$ cat config.mk
export PLATFORM = sky130hd
export DESIGN_NAME = cirq_top
export DESIGN_NICKNAME = d
export VERILOG_FILES = /design/src/hw/cirq_pkg.sv /design/src/hw/cirq_filter_pair.sv /design/src/hw/cirq_top.sv
export VERILOG_INCLUDE_DIRS = /design/src /design/src/hw
export SDC_FILE = /design/constraint.sdc
export NUM_CORES = 1
export LEC_CHECK = 0
export BUFFER_PORTS_ARGS = -buffer_cell sky130_fd_sc_hd__buf_4
export CAP_MARGIN = 5
export CORE_ASPECT_RATIO = 0.6
export CORE_MARGIN = 1
export CORE_UTILIZATION = 36
export CTS_CLUSTER_DIAMETER = 50
export DETAILED_ROUTE_END_ITERATION = 16
export PLACE_DENSITY_LB_ADDON = 0.3
export SYNTH_ARGS = -nofsm -noshare
export SYNTH_HDL_FRONTEND = slang
export SYNTH_SLANG_ARGS = --single-unit
$ cat constraint.sdc
create_clock -name CLOCK_IN -period 1.9 [get_ports CLOCK_IN]
set_clock_uncertainty 0.05 [all_clocks]
set_input_delay 0.19 -clock CLOCK_IN [delete_from_list [all_inputs] [get_ports CLOCK_IN]]
set_output_delay 0.19 -clock CLOCK_IN [all_outputs]
set_load 0.01 [all_outputs]
$ cat src/hw/cirq_params.svh
// Build defaults, reset values and field widths of the interrupt block
`ifndef CIRQ_PARAMS_SVH
`define CIRQ_PARAMS_SVH

`define CIRQ_STAT_W 15
`define CIRQ_STAT_RST 15'h0000
`define CIRQ_EN_RST 15'h0000
`define CIRQ_RX_DEPTH_DEF 2
`define CIRQ_TX_DEPTH_DEF 2
`define CIRQ_NUM_ACF_DEF 0
`define CIRQ_NUM_ACF_MAX 4
`define CIRQ_SEL_W 2
`define CIRQ_BUS_W 32
`define CIRQ_ID_W 32
`define CIRQ_CNT_W 7
`define CIRQ_CNT_RST 7'h00
`define CIRQ_WIN_MIN 32'h0000_0100
`define CIRQ_WIN_LOW_MASK 32'h0000_00FF
`define CIRQ_MAP_BASE_DEF 32'h8000_0000
`define CIRQ_MAP_TOP_DEF 32'h8000_00FF

`endif

$ cat src/hw/cirq_pkg.sv
// Types and shared decode functions of the interrupt block
`include "cirq_params.svh"

package cirq_pkg;

   typedef logic [`CIRQ_STAT_W-1:0] cirq_stat_t;
   typedef logic [`CIRQ_BUS_W-1:0] cirq_word_t;
   typedef logic [`CIRQ_ID_W-1:0] cirq_id_t;
   typedef logic [`CIRQ_CNT_W-1:0] cirq_cnt_t;
   typedef logic [`CIRQ_SEL_W-1:0] cirq_sel_t;

   // Queue depth is one of 2, 4, 8, 16, 32 or 64 messages
   function automatic logic cirq_depth_ok(input int depth);
      logic ok;
      ok = (depth == 2) || (depth == 4) || (depth == 8) ||
           (depth == 16) || (depth == 32) || (depth == 64);
      return ok;
   endfunction : cirq_depth_ok

   // Message count after one cycle of push and pop requests
   function automatic cirq_cnt_t cirq_count_next(input cirq_cnt_t cnt,
         input logic push, input logic pop, input cirq_cnt_t depth);
      logic do_push;
      logic do_pop;
      cirq_cnt_t res;
      do_push = push && (cnt < depth);
      do_pop = pop && (cnt != `CIRQ_CNT_RST);
      res = cnt;
      if (do_push && !do_pop) begin
         res = cnt + 7'h01;
      end else if (do_pop && !do_push) begin
         res = cnt - 7'h01;
      end
      return res;
   endfunction : cirq_count_next

endpackage : cirq_pkg

$ cat src/hw/cirq_filter_pair.sv
// One acceptance filter pair: mask and identifier with a use flag
`timescale 1ns/100ps

module cirq_filter_pair
   import cirq_pkg::*;
(
   // Clock and reset
   input wire logic clk_in,
   input wire logic rst_in,
   // Configuration writes
   input wire logic wr_in,
   input wire logic use_in,
   input wire cirq_pkg::cirq_id_t mask_in,
   input wire cirq_pkg::cirq_id_t id_in,
   // Match
   input wire cirq_pkg::cirq_id_t msg_id_in,
   output logic match_out
);
   cirq_id_t mask;
   cirq_id_t ident;
   logic active;

   // Mask and identifier survive reset, as filter contents do
   always_ff @(posedge clk_in) begin
      if (wr_in) begin
         mask <= mask_in;
         ident <= id_in;
      end
   end

   always_ff @(posedge clk_in) begin
      if (rst_in) begin
         active <= 1'b0;
      end else if (wr_in) begin
         active <= use_in;
      end
   end

   // Mask bit one compares, zero ignores: one identifier or a range
   always_comb begin
      match_out = active && (((msg_id_in ^ ident) & mask) == '0);
   end

endmodule : cirq_filter_pair

$ cat src/hw/cirq_top.sv
// Interrupt event generation and build parameters of the CAN controller
`timescale 1ns/100ps
`include "cirq_params.svh"

module cirq_top
   import cirq_pkg::*;
#(
   parameter int RX_QUEUE_DEPTH_PARAM = `CIRQ_RX_DEPTH_DEF,
   parameter int TX_QUEUE_DEPTH_PARAM = `CIRQ_TX_DEPTH_DEF,
   parameter int FILTER_PAIR_COUNT_PARAM = `CIRQ_NUM_ACF_DEF,
   parameter logic [31:0] MAP_BASE_PARAM = `CIRQ_MAP_BASE_DEF,
   parameter logic [31:0] MAP_TOP_PARAM = `CIRQ_MAP_TOP_DEF,
   parameter int BUS_ADDR_W = `CIRQ_BUS_W,
   parameter int BUS_DATA_W = `CIRQ_BUS_W
)
(
   // Clock and reset
   input wire logic CLOCK_IN,
   input wire logic SYS_RST_IN,
   // Interrupt events and register writes
   input wire cirq_pkg::cirq_stat_t STATUS_SET_IN,
   input wire logic ENABLE_WR_IN,
   input wire cirq_pkg::cirq_stat_t ENABLE_DATA_IN,
   input wire logic CLEAR_WR_IN,
   input wire cirq_pkg::cirq_stat_t CLEAR_DATA_IN,
   // Queue occupancy requests
   input wire logic RX_PUSH_IN,
   input wire logic RX_POP_IN,
   input wire logic TX_PUSH_IN,
   input wire logic TX_POP_IN,
   // Acceptance filter configuration and check
   input wire logic FILTER_WR_IN,
   input wire cirq_pkg::cirq_sel_t FILTER_SEL_IN,
   input wire logic FILTER_USE_IN,
   input wire cirq_pkg::cirq_id_t FILTER_MASK_IN,
   input wire cirq_pkg::cirq_id_t FILTER_ID_IN,
   input wire logic MSG_CHECK_IN,
   input wire cirq_pkg::cirq_id_t MSG_ID_IN,
   // Interrupt outputs
   output logic IRQ_EVENT_OUT,
   output cirq_pkg::cirq_stat_t INTERRUPT_STATUS_OUT,
   output cirq_pkg::cirq_stat_t INTERRUPT_ENABLE_OUT,
   // Queue state
   output cirq_pkg::cirq_cnt_t RX_COUNT_OUT,
   output logic RX_FULL_OUT,
   output logic RX_EMPTY_OUT,
   output cirq_pkg::cirq_cnt_t TX_COUNT_OUT,
   output logic TX_FULL_OUT,
   output logic TX_EMPTY_OUT,
   // Filter result and build check
   output logic MSG_ACCEPT_OUT,
   output logic MSG_DONE_OUT,
   output logic CONFIG_OK_OUT
);
   import cirq_pkg::*;

   localparam cirq_cnt_t RX_DEPTH = cirq_cnt_t'(RX_QUEUE_DEPTH_PARAM);
   localparam cirq_cnt_t TX_DEPTH = cirq_cnt_t'(TX_QUEUE_DEPTH_PARAM);
   localparam logic [31:0] MAP_RANGE = MAP_TOP_PARAM - MAP_BASE_PARAM +
                                       32'h0000_0001;

   // Build-time legality of every parameter
   localparam logic RX_OK = cirq_depth_ok(RX_QUEUE_DEPTH_PARAM);
   localparam logic TX_OK = cirq_depth_ok(TX_QUEUE_DEPTH_PARAM);
   localparam logic ACF_OK = (FILTER_PAIR_COUNT_PARAM >= 0) &&
      (FILTER_PAIR_COUNT_PARAM <= `CIRQ_NUM_ACF_MAX);
   localparam logic MAP_OK = (MAP_TOP_PARAM > MAP_BASE_PARAM) &&
      (MAP_RANGE >= `CIRQ_WIN_MIN) &&
      ((MAP_RANGE & (MAP_RANGE - 32'h0000_0001)) == 32'h0000_0000) &&
      ((MAP_BASE_PARAM & (MAP_RANGE - 32'h0000_0001)) == 32'h0000_0000) &&
      ((MAP_BASE_PARAM & `CIRQ_WIN_LOW_MASK) == 32'h0000_0000);
   localparam logic BUS_OK = (BUS_ADDR_W == `CIRQ_BUS_W) &&
      (BUS_DATA_W == `CIRQ_BUS_W);

   cirq_stat_t status;
   cirq_stat_t enable;
   cirq_stat_t next_status;
   cirq_stat_t next_enable;
   cirq_stat_t clear_hit;
   cirq_stat_t enable_fall;
   logic drop_now;
   logic next_irq;
   cirq_cnt_t rx_count;
   cirq_cnt_t tx_count;
   cirq_cnt_t next_rx_count;
   cirq_cnt_t next_tx_count;
   logic [`CIRQ_NUM_ACF_MAX-1:0] pair_match;
   logic any_match;

   // Status update: events set, ones in clear write clear, set wins
   always_comb begin
      clear_hit = CLEAR_WR_IN ? CLEAR_DATA_IN : '0;
      next_status = (status & ~clear_hit) | STATUS_SET_IN;
   end

   always_comb begin
      next_enable = ENABLE_WR_IN ? ENABLE_DATA_IN : enable;
   end

   always_ff @(posedge CLOCK_IN) begin
      if (SYS_RST_IN) begin
         status <= `CIRQ_STAT_RST;
      end else begin
         status <= next_status;
      end
   end

   always_ff @(posedge CLOCK_IN) begin
      if (SYS_RST_IN) begin
         enable <= `CIRQ_EN_RST;
      end else begin
         enable <= next_enable;
      end
   end

   // Deassertion conditions seen in this cycle
   always_comb begin
      enable_fall = ENABLE_WR_IN ? (enable & ~ENABLE_DATA_IN) : '0;
      drop_now = |(clear_hit & status & enable) ||
                 |(enable_fall & status);
      next_irq = |(next_status & next_enable);
   end

   // Event output: a drop takes one cycle low, then the level returns
   always_ff @(posedge CLOCK_IN) begin
      if (SYS_RST_IN) begin
         IRQ_EVENT_OUT <= 1'b0;
      end else if (drop_now) begin
         IRQ_EVENT_OUT <= 1'b0;
      end else begin
         IRQ_EVENT_OUT <= next_irq;
      end
   end

   always_ff @(posedge CLOCK_IN) begin
      if (SYS_RST_IN) begin
         INTERRUPT_STATUS_OUT <= `CIRQ_STAT_RST;
         INTERRUPT_ENABLE_OUT <= `CIRQ_EN_RST;
      end else begin
         INTERRUPT_STATUS_OUT <= next_status;
         INTERRUPT_ENABLE_OUT <= next_enable;
      end
   end

   // Message occupancy of the two queues, in whole messages
   always_comb begin
      next_rx_count = cirq_count_next(rx_count, RX_PUSH_IN, RX_POP_IN,
                                      RX_DEPTH);
      next_tx_count = cirq_count_next(tx_count, TX_PUSH_IN, TX_POP_IN,
                                      TX_DEPTH);
   end

   always_ff @(posedge CLOCK_IN) begin
      if (SYS_RST_IN) begin
         rx_count <= `CIRQ_CNT_RST;
      end else begin
         rx_count <= next_rx_count;
      end
   end

   always_ff @(posedge CLOCK_IN) begin
      if (SYS_RST_IN) begin
         tx_count <= `CIRQ_CNT_RST;
      end else begin
         tx_count <= next_tx_count;
      end
   end

   always_ff @(posedge CLOCK_IN) begin
      if (SYS_RST_IN) begin
         RX_COUNT_OUT <= `CIRQ_CNT_RST;
         RX_FULL_OUT <= 1'b0;
         RX_EMPTY_OUT <= 1'b1;
      end else begin
         RX_COUNT_OUT <= next_rx_count;
         RX_FULL_OUT <= (next_rx_count == RX_DEPTH);
         RX_EMPTY_OUT <= (next_rx_count == `CIRQ_CNT_RST);
      end
   end

   always_ff @(posedge CLOCK_IN) begin
      if (SYS_RST_IN) begin
         TX_COUNT_OUT <= `CIRQ_CNT_RST;
         TX_FULL_OUT <= 1'b0;
         TX_EMPTY_OUT <= 1'b1;
      end else begin
         TX_COUNT_OUT <= next_tx_count;
         TX_FULL_OUT <= (next_tx_count == TX_DEPTH);
         TX_EMPTY_OUT <= (next_tx_count == `CIRQ_CNT_RST);
      end
   end

   // Acceptance filter pairs, only as many as the build asks for
   genvar g;
   generate
      for (g = 0; g < `CIRQ_NUM_ACF_MAX; g = g + 1) begin : g_pair
         if (g < FILTER_PAIR_COUNT_PARAM) begin : g_used
            cirq_filter_pair u_pair (
               .clk_in(CLOCK_IN),
               .rst_in(SYS_RST_IN),
               .wr_in(FILTER_WR_IN &&
                      (FILTER_SEL_IN == cirq_sel_t'(g))),
               .use_in(FILTER_USE_IN),
               .mask_in(FILTER_MASK_IN),
               .id_in(FILTER_ID_IN),
               .msg_id_in(MSG_ID_IN),
               .match_out(pair_match[g])
            );
         end else begin : g_unused
            assign pair_match[g] = 1'b0;
         end
      end
   endgenerate

   // With no pairs built every message is accepted
   always_comb begin
      if (FILTER_PAIR_COUNT_PARAM == 0) begin
         any_match = 1'b1;
      end else begin
         any_match = |pair_match;
      end
   end

   always_ff @(posedge CLOCK_IN) begin
      if (SYS_RST_IN) begin
         MSG_ACCEPT_OUT <= 1'b0;
         MSG_DONE_OUT <= 1'b0;
      end else begin
         MSG_ACCEPT_OUT <= MSG_CHECK_IN && any_match;
         MSG_DONE_OUT <= MSG_CHECK_IN;
      end
   end

   always_ff @(posedge CLOCK_IN) begin
      if (SYS_RST_IN) begin
         CONFIG_OK_OUT <= 1'b0;
      end else begin
         CONFIG_OK_OUT <= RX_OK && TX_OK && ACF_OK && MAP_OK && BUS_OK;
      end
   end

endmodule : cirq_top

==> key figures <==
Timing
  – Fin. Hold Viols: 0
  – Post-route minimum period: 1848 ps
  – Period utilization: 97.25%
  – Fmax: 0.5412 GHz
  – Slew Limit Fails: 0
  – Final setup violation count: 0
  – Total Neg Setup Slack: 0 ps
  – Setup ws final: 52.20 ps
  – RSZ-0062 raised after global routing: true
  – Max-slew headroom: 65.05%
  – Worst-Margin Slew: 524.2 ps

Power
  – Comb pwr share: 55.1%
  – Sw power: 1991 uW
  – Power Density: 1336 mW/mm2
  – Worst-case vdd ir drop: 0.5822 mV
  – Clock power share: 16.7%
  – Seq pwr share: 28.1%
  – Leakage: 0.001834 uW
  – Sw Ratio: 37.91%
  – Tot Pwr: 5251 uW
  – Internal power: 3260 uW

Finish
  – Share of post-route cells with drive strength above 1: 36.93%
  – Ant diodes: 0
  – Fillers: 665
  – Area growth from synthesis to layout: 50.48%
  – Commonest non-fill, non-tap cell in the layout: buf_4
  – Most frequent cells in the layout: 137 x buf_4, 58 x nor2_1, 46 x nand2_1
  – Final net count: 622
  – Fin area: 0.003931 mm2

Die
  – Core area: 0.006849 mm2
  – Row Count: 23
  – I/O pins: 206
  – Initial Util: 38.14%
  – Die Area: 0.007613 mm2
  – Die height: 67.99 um
  – Die width: 112.0 um

Clocking
  – Latest clock arrival within the worst-skew pair: 290 ps
  – Max Root-Sink Buffers: 2
  – CTS Buf Count: 5
  – Sink Count: 51
  – Clock Pin Slew Worst Setup and Hold Paths: 60 ps
  – H-tree depth: 2
  – CTS tree: yes
  – CTS Root Cell: clkbuf_16

Worst hold path
  – Worst Hold Depth: 2
  – Hold Crit Class: in2reg
  – Worst hold endpoint: MSG_DONE_OUT
  – Hold_sp: MSG_CHECK_IN

Routing
  – DRT Wirelength: 7.877 mm
  – Total iterations of the first detailed-routing run: 10
  – Vias per inst: 5.120
  – Routed Antenna Nets: 0
  – # DRC: 7
  – Routed length per instance: 14.32 um
  – Initial DRC count: 182
  – Via count: 2,816

Synth
  – Async SR Flop Fraction: 0%
  – Flops & latches, synth: 51
  – Avg Cell Area, Syn: 7.893 um2
  – Primary FF master, synth: dfxtp_1
  – Net Count, Synth: 491
  – Post-Syn Instances: 331
  – Number of synthesized flops with an enable pin: 0
  – Cell Area, Synth: 0.002613 mm2
  – Distinct cells, synth: 47
  – Warnings from Yosys: 0
  – Sequential-to-total area share from yosys stat: 39.08%

Global route
  – Largest net degree at the start of global routing: 47
  – GRT overflow: 0
  – Vias in the first global route: 2,402
  – First-pass GRT wire length: 11.99 mm
  – Initial antenna violation count: 0
  – GRT Total Usage: 20.31%

Worst setup path
  – CP required: 2080 ps
  – Reg2reg start: TX_COUNT_OUT[6]
  – R2r setup slk: 50 ps
  – Highest net fanout along the worst path: 2
  – Crit path max-delay family: simple AND/OR/NAND/NOR gates
  – RR Endpoint: TX_FULL_OUT
  – CP endpoint kind: register
  – Slowest stage cell, crit path: nor4b_4
  – Worst path max stage delay: 350 ps
  – CP Buf/Inv Count: 0
  – CP Cell Sequence: nor4b_4 -> nand2_2 -> or3_1 -> a211o_1 -> a211oi_2 -> and2_1
  – CP startpoint kind: register
  – R2R cell count: 6
  – Critical path arrival: 2030 ps
  – Kind of critical path: reg2reg

Placed design
  – DPL Wire Length: 6.022 mm
  – Port bufs: 105
  – Post-Place Worst Slack: -227.2 ps
  – Placed cell area: 0.003664 mm2
  – GPL Wtd Cong: 0.8752

Outcome
  – Failing checks: DRC
  – Run status: complete, but fails checks

Run
  – Max_cap viols: 0
area by class of cell:
cell class / instances / area [um2] / share of cell area [%]
multi-input combinational: 260 / 1590 / 40.45
timing repair buffer: 138 / 1040 / 26.45
sequential: 51 / 1028 / 26.16
clock buffer: 6 / 128.9 / 3.278
tap: 87 / 108.9 / 2.769
inverter: 6 / 22.52 / 0.5729
clock inverter: 2 / 12.51 / 0.3183
cell families (layout without fill, tap and decap cells):
logic type | after synthesis | in the layout | share of synthesized area, %
and+or+nand+nor | 166 | 166 | 30.32
DFF | 51 | 51 | 39.08
xor gates and xnor gates | 4 | 4 | 1.341
adders and majority gates | 6 | 6 | 2.873
buffers and inverters | 20 | 152 | 3.352
muxes | 19 | 19 | 7.327
AOI/OAI and AO/OA | 65 | 65 | 15.71
repair_timing:
| action | CTS | global route |
|---|---|---|
| pin swaps | 7 | 6 |
| buffers inserted | 3 | 2 |
| hold endpoints to repair | 0 | 0 |
| endpoints found under the setup margin | 4 | 5 |
| resized for setup | 13 | 11 |
| hold buffers | 0 | 0 |
cell usage after synthesis, types with 2 or more instances:
| cell type | number | share of area, % |
|---|---|---|
| o22ai_1 | 15 | 3.6 |
| a21oi_1 | 23 | 4.4 |
| nand3b_1 | 3 | 0.86 |
| o21ai_0 | 5 | 0.96 |
| o2111ai_1 | 2 | 0.67 |
| buf_1 | 3 | 0.43 |
| and2_1 | 7 | 1.7 |
| nand2_1 | 47 | 6.8 |
| nor2b_1 | 5 | 1.2 |
| nand3_1 | 16 | 3.1 |
| nand4_1 | 3 | 0.72 |
| nor3_1 | 8 | 1.5 |
| clkbuf_1 | 8 | 1.1 |
| a21o_1 | 2 | 0.57 |
| mux2i_1 | 18 | 6.9 |
| ha_1 | 6 | 2.9 |
| nor4_1 | 5 | 1.2 |
| o211ai_1 | 4 | 1.1 |
| a211o_1 | 2 | 0.67 |
| dfxtp_1 | 51 | 39 |
| or3_1 | 2 | 0.48 |
| and3_1 | 3 | 0.72 |
| xnor2_1 | 4 | 1.3 |
| inv_1 | 6 | 0.86 |
| a31oi_1 | 3 | 0.72 |
| nor2_1 | 59 | 8.5 |
state kept, by name, indices dropped and copies added, names as in the netlist:
register              flops
RX_FULL_OUT               1
RX_COUNT_OUT              7
INTERRUPT_STATUS_OUT     15
MSG_DONE_OUT              1
INTERRUPT_ENABLE_OUT     15
TX_EMPTY_OUT              1
CONFIG_OK_OUT             1
TX_COUNT_OUT              7
IRQ_EVENT_OUT             1
TX_FULL_OUT               1
RX_EMPTY_OUT              1
power groups by stage:
stage	sequential, uW	clock [uW]	combinational, uW
after global routing	1500	941	3200
after detailed placement	1470	0	2610
final	1480	878	2900
after CTS	1460	903	2780
after global placement	1460	0	2540
after floorplan	1570	0	1410
worst max-delay path by stage:
stage               startpoint      endpoint  depth (start not counted)
4_1_cts        RX_COUNT_OUT[1]   RX_FULL_OUT                          8
3_5_place_dp   RX_COUNT_OUT[0]   RX_FULL_OUT                          8
3_3_place_gp   RX_COUNT_OUT[0]   RX_FULL_OUT                          8
5_1_grt        TX_COUNT_OUT[6]  TX_EMPTY_OUT                          6
2_1_floorplan  RX_COUNT_OUT[0]  RX_EMPTY_OUT                          8
6_report       TX_COUNT_OUT[6]   TX_FULL_OUT                          6
per-layer routing:
layer / global-route usage, % / routed length, um / up-vias
met5: 0 / 0 / -
met4: 3.333 / 34 / 0
met3: 5.137 / 596 / 4
met2: 28.88 / 3118 / 86
met1: 30.64 / 4127 / 1296
li1: - / - / 1430
through the flow:
stage / hold WS, ps / std cells / util (%)
floorplan: 268.2 / 331 / -
global placement: 355.6 / 538 / 53.49
detailed placement: 359.7 / 538 / 53.49
CTS: 65.16 / 549 / 56.72
global route: 73.94 / 550 / 57.40
finish: 69.23 / 550 / 57.40
Note: power is estimated with default switching activity, not from simulation.
